## src/include/pps_pkg.sv

```systemverilog
// Purpose: constants and types for the printer port signal map
// Assumes: AHB-Lite register bus, 32-bit data
// Notes:   registers take one aligned word each
package pps_pkg;

  // ----------------------------------------------------------------
  // register offsets
  // ----------------------------------------------------------------
  localparam logic [7:0] PPS_STATUS_OFF  = 8'h00;
  localparam logic [7:0] PPS_CONTROL_OFF = 8'h04;
  localparam logic [7:0] PPS_DRIVE_OFF   = 8'h08;

  // ----------------------------------------------------------------
  // field positions
  // ----------------------------------------------------------------
  localparam int PPS_ST_FAULT   = 3;
  localparam int PPS_ST_ONLINE  = 4;
  localparam int PPS_ST_PAPER   = 5;
  localparam int PPS_ST_TOOK    = 6;
  localparam int PPS_ST_NBUSY   = 7;
  localparam int PPS_CT_LATCH   = 0;
  localparam int PPS_CT_ALF     = 1;
  localparam int PPS_CT_INIT    = 2;
  localparam int PPS_CT_CHOOSE  = 3;
  localparam int PPS_DR_OD_ALF   = 0;
  localparam int PPS_DR_OD_LATCH = 1;

  // ----------------------------------------------------------------
  // reset values and bus codes
  // ----------------------------------------------------------------
  localparam logic [3:0] PPS_CONTROL_RST = 4'h0;
  localparam logic [1:0] PPS_DRIVE_RST   = 2'h0;
  localparam logic [1:0] PPS_HTRANS_NONSEQ = 2'h2;
  localparam logic [1:0] PPS_HTRANS_SEQ    = 2'h3;
  localparam logic       PPS_HRESP_OKAY    = 1'b0;
  localparam int         PPS_SYNC_STAGES   = 2;

  // printer status inputs as a group
  typedef struct packed {
    logic busy;
    logic took_n;
    logic paper;
    logic online;
    logic fault_n;
  } pps_status_t;

  // one driven pin: level, output enable
  typedef struct packed {
    logic out;
    logic oe;
  } pps_pin_t;

endpackage

```

## src/design/pps_sync.sv

```systemverilog
// Purpose: two-flop synchroniser for a vector of pin inputs
// Assumes: inputs are asynchronous to hclk
// Notes:   first stage is read only by the second
`timescale 1ns/100ps
module pps_sync #(
  parameter int W = 5
) (
  // clock and reset
  input  wire logic         hclk,
  input  wire logic         hresetn,
  // data
  input  wire logic [W-1:0] d,
  output logic      [W-1:0] q
);
  logic [W-1:0] meta_reg;

  always_ff @(posedge hclk or negedge hresetn) begin
    if (!hresetn) begin
      meta_reg <= '0;
      q        <= '0;
    end else begin
      meta_reg <= d;
      q        <= meta_reg;
    end
  end
endmodule // pps_sync

```

## src/design/pps_pin_drv.sv

```systemverilog
// Purpose: push-pull or open-drain drive of one active-low output
// Assumes: od selects open-drain; external pull-up in that mode
// Notes:   output enable is high while the pin is driven
`timescale 1ns/100ps
module pps_pin_drv (
  // control
  input  wire logic level,
  input  wire logic od,
  // pin
  output pps_pkg::pps_pin_t pin
);
  // open drain drives only the low level
  assign pin = '{out: level, oe: (od ? ~level : 1'b1)};
endmodule // pps_pin_drv

```

## src/design/pps_top.sv

```systemverilog
// Purpose: printer port status/control signal map behind AHB-Lite
// Assumes: printer pins asynchronous, hclk 25 MHz
// Notes:   status reads show synchronised pin levels, with busy inverted
`timescale 1ns/100ps

module pps_top (
  // clock and reset
  input  wire logic        hclk,
  input  wire logic        hresetn,
  // ahb-lite slave
  input  wire logic        hsel,
  input  wire logic [7:0]  haddr,
  input  wire logic [1:0]  htrans,
  input  wire logic        hwrite,
  input  wire logic [2:0]  hsize,
  input  wire logic [31:0] hwdata,
  input  wire logic        hready,
  output logic      [31:0] hrdata,
  output logic             hreadyout,
  output logic             hresp,
  // printer status inputs
  input  wire logic        printer_online_in,
  input  wire logic        paper_empty_in,
  input  wire logic        printer_busy_in,
  input  wire logic        printer_took_data_n,
  input  wire logic        printer_fault_in_n,
  // printer control outputs
  output logic             auto_linefeed_n,
  output logic             auto_linefeed_oe,
  output logic             data_latch_pulse_n,
  output logic             data_latch_pulse_oe,
  output logic             printer_initialise_n,
  output logic             printer_choose_out_n
);

  // ----------------------------------------------------------------
  // pin synchronisers
  // ----------------------------------------------------------------
  pps_pkg::pps_status_t raw_st;
  pps_pkg::pps_status_t st;
  logic [4:0]           st_q;

  assign raw_st = '{busy: printer_busy_in, took_n: printer_took_data_n,
                    paper: paper_empty_in, online: printer_online_in,
                    fault_n: printer_fault_in_n};

  pps_sync #(.W(5)) u_sync (
    .hclk    (hclk),
    .hresetn (hresetn),
    .d       (raw_st),
    .q       (st_q)
  );
  assign st = st_q;

  // ----------------------------------------------------------------
  // bus address phase capture
  // ----------------------------------------------------------------
  logic       wr_pend_reg;
  logic       rd_pend_reg;
  logic [7:0] addr_reg;
  logic       take;
  logic       take_wr;
  logic       take_rd;

  assign take    = hsel && hready && (htrans == pps_pkg::PPS_HTRANS_NONSEQ ||
                                      htrans == pps_pkg::PPS_HTRANS_SEQ);
  assign take_wr = take && hwrite;
  assign take_rd = take && !hwrite;

  always_ff @(posedge hclk or negedge hresetn) begin
    if (!hresetn) begin
      wr_pend_reg <= 1'b0;
      rd_pend_reg <= 1'b0;
      addr_reg    <= 8'h00;
    end else begin
      wr_pend_reg <= take_wr;
      rd_pend_reg <= take_rd;
      if (take) begin
        addr_reg <= haddr;
      end
    end
  end

  assign hreadyout = 1'b1;
  assign hresp     = pps_pkg::PPS_HRESP_OKAY;

  // ----------------------------------------------------------------
  // registers
  // ----------------------------------------------------------------
  function automatic logic hit(input logic [7:0] a, input logic [7:0] off);
    return a[7:2] == off[7:2];
  endfunction

  logic [3:0] ctrl_reg;
  logic [3:0] ctrl_next;
  logic [1:0] drive_reg;
  logic [1:0] drive_next;
  logic       wr_ctrl;
  logic       wr_drive;

  assign wr_ctrl    = wr_pend_reg && hit(addr_reg, pps_pkg::PPS_CONTROL_OFF);
  assign wr_drive   = wr_pend_reg && hit(addr_reg, pps_pkg::PPS_DRIVE_OFF);
  assign ctrl_next  = wr_ctrl  ? hwdata[3:0] : ctrl_reg;
  assign drive_next = wr_drive ? hwdata[1:0] : drive_reg;

  always_ff @(posedge hclk or negedge hresetn) begin
    if (!hresetn) begin
      ctrl_reg  <= pps_pkg::PPS_CONTROL_RST;
      drive_reg <= pps_pkg::PPS_DRIVE_RST;
    end else begin
      ctrl_reg  <= ctrl_next;
      drive_reg <= drive_next;
    end
  end

  // ----------------------------------------------------------------
  // read data
  // ----------------------------------------------------------------
  logic [31:0] status_word;
  logic [31:0] rd_word;
  logic [31:0] hrdata_reg;

  assign status_word = {24'h000000,
                        ~st.busy,
                        st.took_n,
                        st.paper,
                        st.online,
                        st.fault_n,
                        3'h0};
  assign rd_word = hit(haddr, pps_pkg::PPS_STATUS_OFF)  ? status_word :
                   hit(haddr, pps_pkg::PPS_CONTROL_OFF) ? {28'h0000000, ctrl_next} :
                   hit(haddr, pps_pkg::PPS_DRIVE_OFF)   ? {30'h00000000, drive_next} :
                   32'h00000000;

  always_ff @(posedge hclk or negedge hresetn) begin
    if (!hresetn) begin
      hrdata_reg <= 32'h00000000;
    end else if (take_rd) begin
      hrdata_reg <= rd_word;
    end
  end
  assign hrdata = hrdata_reg;

  // ----------------------------------------------------------------
  // control outputs
  // ----------------------------------------------------------------
  pps_pkg::pps_pin_t alf_pin;
  pps_pkg::pps_pin_t latch_pin;

  pps_pin_drv u_alf (
    .level (~ctrl_reg[pps_pkg::PPS_CT_ALF]),
    .od    (drive_reg[pps_pkg::PPS_DR_OD_ALF]),
    .pin   (alf_pin)
  );
  pps_pin_drv u_latch (
    .level (~ctrl_reg[pps_pkg::PPS_CT_LATCH]),
    .od    (drive_reg[pps_pkg::PPS_DR_OD_LATCH]),
    .pin   (latch_pin)
  );

  assign auto_linefeed_n      = alf_pin.out;
  assign auto_linefeed_oe     = alf_pin.oe;
  assign data_latch_pulse_n   = latch_pin.out;
  assign data_latch_pulse_oe  = latch_pin.oe;
  assign printer_initialise_n = ctrl_reg[pps_pkg::PPS_CT_INIT];
  assign printer_choose_out_n = ~ctrl_reg[pps_pkg::PPS_CT_CHOOSE];
endmodule // pps_top

```

## config.mk

```make
export PLATFORM = sky130hd
export DESIGN_NAME = pps_top
export DESIGN_NICKNAME = d
export VERILOG_FILES = /design/src/include/pps_pkg.sv /design/src/design/pps_sync.sv /design/src/design/pps_pin_drv.sv /design/src/design/pps_top.sv
export SDC_FILE = /design/constraint.sdc
export NUM_CORES = 1
export LEC_CHECK = 0
export ABC_CLOCK_PERIOD_IN_PS = 1700
export BUFFER_PORTS_ARGS = -buffer_cell sky130_fd_sc_hd__clkbuf_2
export CAP_MARGIN = 25
export CORE_UTILIZATION = 37
export CTS_CLUSTER_DIAMETER = 40
export CTS_CLUSTER_SIZE = 25
export DETAILED_ROUTE_END_ITERATION = 8
export PLACE_DENSITY = 0.76
export SYNTH_ARGS = -nofsm -noshare
export SYNTH_HDL_FRONTEND = slang
export SYNTH_HIERARCHICAL = 1
export SYNTH_SLANG_ARGS = --single-unit
```

## constraint.sdc

```tcl
create_clock -name hclk -period 1.7 [get_ports hclk]
set_clock_uncertainty 0.2 [all_clocks]
set_input_delay 0.085 -clock hclk [delete_from_list [all_inputs] [get_ports hclk]]
set_output_delay 0.085 -clock hclk [all_outputs]
set_load 0.01 [all_outputs]
```

=== Word level (Yosys, flattened, before mapping) ===
Index checks and enable logic that the tools add are counted.

* Eq/ne operators: 6
* Multiplexer cells: 7
* Bitwise gates (word level): 4
* Reductions and logical operators: 9

{| class="wikitable"
|+ Operators with widths
! cell !! count
|-
| 6-bit by 1-bit == test with 1-bit output, second input constant || 2
|-
| 6-bit by 2-bit == test with 1-bit output, second input constant || 2
|-
| 4-bit 2-to-1 mux || 2
|-
| 8-bit 2-to-1 mux || 1
|-
| 1-bit logical AND || 6
|-
| 6-bit logical NOT || 1
|-
| 2-bit == test, second input constant || 2
|-
| 2-bit 2-to-1 mux || 2
|-
| 1-bit inverter || 4
|-
| 1-bit 2-to-1 mux || 2
|-
| 1-bit logical NOT || 1
|-
| 1-bit logical OR || 1
|}

* Register bits after elaboration: 57
* Output and inout bits: 40

=== Depth between registers and ports, before layout ===
* Depth in word-level cells: 6
* Depth in mapped cells: 5

=== Hierarchy ===
The synthesis kept the hierarchy.

{| class="wikitable"
|+ By module, submodules not included
! module !! instances !! cells each !! area an instance (µm²) !! sequential area each (µm²)
|-
| pps_top || 1 || 94 || 1097.3 || 525.5
|-
| pps_sync || 1 || 10 || 250.2 || 250.2
|-
| pps_pin_drv || 2 || 2 || 11.3 || 0.0
|}

=== Worst setup path before layout ===
No wires, ideal clock.

* Path type: register to register
* Start point: reg addr_reg[7]
* End point: reg hrdata_reg[0], in the netlist hrdata[0]
* Setup time: 0.126 ns
* Arrival: 1.315 ns
* Required time: 1.374 ns
* Path slack: 0.058 ns
* Cell stages (with the launch flop): 6
* Path buffers: 0
* Period minus slack after synthesis: 1.642 ns
* Path through: dfrtp_1 -> nor3b_2 -> nand4b_2 -> mux2_4 -> a22oi_1 -> o21ai_1

{| class="wikitable"
|+ RTL lines
! element !! RTL line !! source
|-
| start: declaration || pps_top.sv:60 || <nowiki>logic [7:0] addr_reg;</nowiki>
|-
| start signal: assignment || pps_top.sv:79 || <nowiki>addr_reg <= haddr;</nowiki>
|-
| 6-bit by 1-bit == test with 1-bit output || pps_top.sv:91 || <nowiki>return a[7:2] == off[7:2];</nowiki>
|-
| 1-bit logical AND || pps_top.sv:101 || <nowiki>assign wr_ctrl = wr_pend_reg && hit(addr_reg, pps_pkg::PPS_CONTROL_OFF);</nowiki>
|-
| 4-bit 2-to-1 mux || pps_top.sv:103 || <nowiki>assign ctrl_next = wr_ctrl ? hwdata[3:0] : ctrl_reg;</nowiki>
|-
| via ctrl_next[0] || pps_top.sv:95 || <nowiki>logic [3:0] ctrl_next;</nowiki>
|-
| 4-bit 2-to-1 mux || pps_top.sv:131 || <nowiki>hit(haddr, pps_pkg::PPS_CONTROL_OFF) ? {28'h0000000, ctrl_next} :</nowiki>
|-
| 8-bit 2-to-1 mux || pps_top.sv:130 || <nowiki>assign rd_word = hit(haddr, pps_pkg::PPS_STATUS_OFF) ? status_word :</nowiki>
|-
| end signal: assignment || pps_top.sv:139 || <nowiki>hrdata_reg <= rd_word;</nowiki>
|-
| end: declaration || pps_top.sv:121 || <nowiki>logic [31:0] hrdata_reg;</nowiki>
|}

The timed path passes the listed nets, and every way through them passes these cells.
A chain may end at the register's enable or synchronous reset.

=== Final worst setup path ===
* Start point: reg addr_reg[7]
* End point: reg hrdata_reg[1], in the netlist hrdata[1]

Same word-level chain as after synthesis.

==> summary.md <==
| Metric | Value |
|---|---|
| Share of cells above drive strength 1 | 0.400 |
| Crit path time final | 1.75 ns |
| R2r setup slk | -0.05 ns |
| Initial DRC Count | 6 |
| Initial antenna violation count | 0 |
| Post-Syn Instances | 108 |
| First-pass GRT wire length | 4.31 mm |
| Number of remaining DRC errors | 0 |
| H-tree Lvls | 2 |
| Worst Tran Pin Value | 0.747 ns |
| Vias/cell | 4.26 |
| Post-synth top cells | dfrtp_1 (31), buf_4 (28), mux2_2 (10) |
| Diode count | 0 |
| Crit Path Max Fanout | 4 |
| Synth Warn # | 6 |
| Via count | 898 |
| Worst hold path class | input pin to flop |
| Req. time, crit path | 1.67 ns |
| GR Util All Layers | 0.144 |
| Mux cell area share after synthesis | 0.104 |
| Grt ovf | 0 |
| Final Power | 1.82 mW |
| # fillers | 302 |
| Worst IR drop on VDD | 636 uV |
| Worst Path Arrival | 1.72 ns |
| Final setup margin | -0.0503 ns |
| DRT antenna net count | 0 |
| Worst slew margin | 0.502 |
| Status | complete, but fails checks |
| # IOs | 95 |
| Core ar. | 3440 sq um |
| Wire per inst | 11.9 um |
| Initial DRT Pass Iterations | 3 |
| Place WS | -0.130 ns |
| Crit share post-route | 1.03 |
| Post-Route WL | 2.52 mm |
| CTS root buf | clkbuf_8 |
| Crit start category | flop |
| Die W | 62.9 um |
| Adder-Cell Fraction of Synth Area | 0 |
| F_max | 571 MHz |
| Cell variety after synth | 21 |
| Post-synthesis cell area | 1370 sq um |
| Latest clock arrival within the worst-skew pair | 0.27 ns |
| Area contributors post-synth | dfrtp_1 (57%), buf_4 (15%), mux2_2 (8.2%) |
| Pin count of the biggest net entering global routing | 32 |
| Static Leak | 0.938 nW |
| Setup repair after global routing missed its margin | true |
| Max-cap violations | 0 |
| Top cell type's share of synthesized area | 0.566 |
| Worst Setup Path Type | flop to flop |
| Max Slew Vio Count | 0 |
| Number of synthesized register bits | 31 |
| Post-Synth XOR/XNOR Area | 0 |
| Failing checks | setup timing |
| EDFF count, synth | 0 |
| Area growth syn-to-layout | 32.7% |
| Synth Area in Simple Gates | 0.100 |
| Initial core utilization | 0.398 |
| Top_reg_cell synth | dfrtp_1 |
| Avg Inst Size Synth | 12.7 sq um |
| Number of global-route vias before repair | 961 |
| Compound-Gate Fraction of Synth Area | 0.0566 |
| Worst-path clk slew | 0.06 ns |
| Sequential share of the synthesized area | 0.566 |
| Cell Pwr Density | 999 nW/um^2 |
| CTS tree | yes |
| TNS Setup | -0.103 ns |
| Ys async rst share | 1.00 |
| Combinational family with the most area after synthesis | buffers and inverters |
| Crit. End Element | flop |
| Most common cell in the netlist | dfrtp_1 |
| Fin. Hold Viols | 0 |
| HPWL after DPL | 1.77 mm |
| Non-Filler Instances | 211 |
| WHS | 0.0771 ns |
| # setup viols final | 3 |
| Final nets | 219 |
| Max FFs per register | 8 |
| Clock sink total | 31 |
| CTS Buf Count | 5 |
| I/O Buffers | 34 |
| Dpl cells | 185 |
| Synth area leader | dfrtp_1 |
| Die Span Y | 62.9 um |
| FP Rows | 21 |
| GPL Wtd Cong | 0.703 |
| Clock Tree Buf Depth | 2 |
| Die Area | 3950 sq um |
critical path: stages, from the launching register on:
cell      delay (ns)
dfrtp_1         0.41
nor3b_4         0.26
nand4b_4        0.18
mux2_4          0.35
a22oi_2         0.17
o21ai_2         0.07
layer usage:
metal | track usage | up-vias | routed length (um)
met5 | 0 | - | 0
met4 | 0.0349 | 0 | 23
met3 | 0.0474 | 5 | 178
met2 | 0.261 | 57 | 1270
met1 | 0.160 | 418 | 1050
li1 | - | 418 | -
placed cells by master, fill, tap and decap left out, drive strengths merged, types with 2 or more instances in the layout:
master and count:
buf 2, dfrtp 31, nand4b 3, mux2 12, o21ai 3, nor2 2, dlygate4sd3 17, a22oi 3
clkbuf 40, inv 5, nor2b 3, a22o 4, nand2 7, conb 26
layout make-up:
| cell class | count | area [sq um] | area share |
|---|---|---|---|
| Clock buffer | 6 | 82.6 | 0.0454 |
| Timing Repair Buffer | 53 | 355 | 0.195 |
| Multi-Input combinational cell | 68 | 493 | 0.271 |
| Inverter | 5 | 18.8 | 0.0103 |
| Clock inverter | 2 | 35.0 | 0.0193 |
| Sequential cell | 31 | 776 | 0.427 |
| Tap cell | 46 | 57.6 | 0.0317 |
metrics by stage:
| step | util | instance area, sq um |
|---|---|---|
| 2_1_floorplan | - | 1460 |
| 3_3_place_gp | 0.431 | 1490 |
| 3_5_place_dp | 0.431 | 1490 |
| 4_1_cts | 0.522 | 1800 |
| 5_1_grt | 0.528 | 1820 |
| 6_report | 0.528 | 1820 |
cell families (layout without fill, tap and decap cells):
family | count (synthesis) | in the layout
buf+inv | 33 | 66
mux | 12 | 12
flops | 31 | 31
compound gates | 10 | 10
other cells | 2 | 26
simple gates | 20 | 20
path summary, 6_finish.rpt:
kind,from,to,cells past startpoint
min reg2reg,u_sync/meta_reg[1]$_DFF_PN0_,u_sync/q[1]$_DFF_PN0_,0
max reg2reg,addr_reg[7]$_DFFE_PN0N_,hrdata[1]$_DFFE_PN0P_,5
max in group asynchronous,hresetn,addr_reg[5]$_DFFE_PN0N_,2
min in group asynchronous,hresetn,u_sync/meta_reg[4]$_DFF_PN0_,2
max,addr_reg[7]$_DFFE_PN0N_,hrdata[1]$_DFFE_PN0P_,5
min,hready,wr_pend_reg$_DFF_PN0_,3
power breakdown:
group	total (mW)	internal (mW)	switching, mW
logic	0.240	0.117	0.123
clock network	0.736	0.474	0.262
registers	0.839	0.800	0.0394
what timing repair did:
item                                   4_1_cts  5_1_grt
buffers inserted                             0        1
gates resized for setup                      4        4
setup endpoints to repair                    4        5
hold buffers                                17        0
endpoints found under the hold margin       51        0
pin swaps                                    2        3
Note: power is estimated with default switching activity, not from simulation.
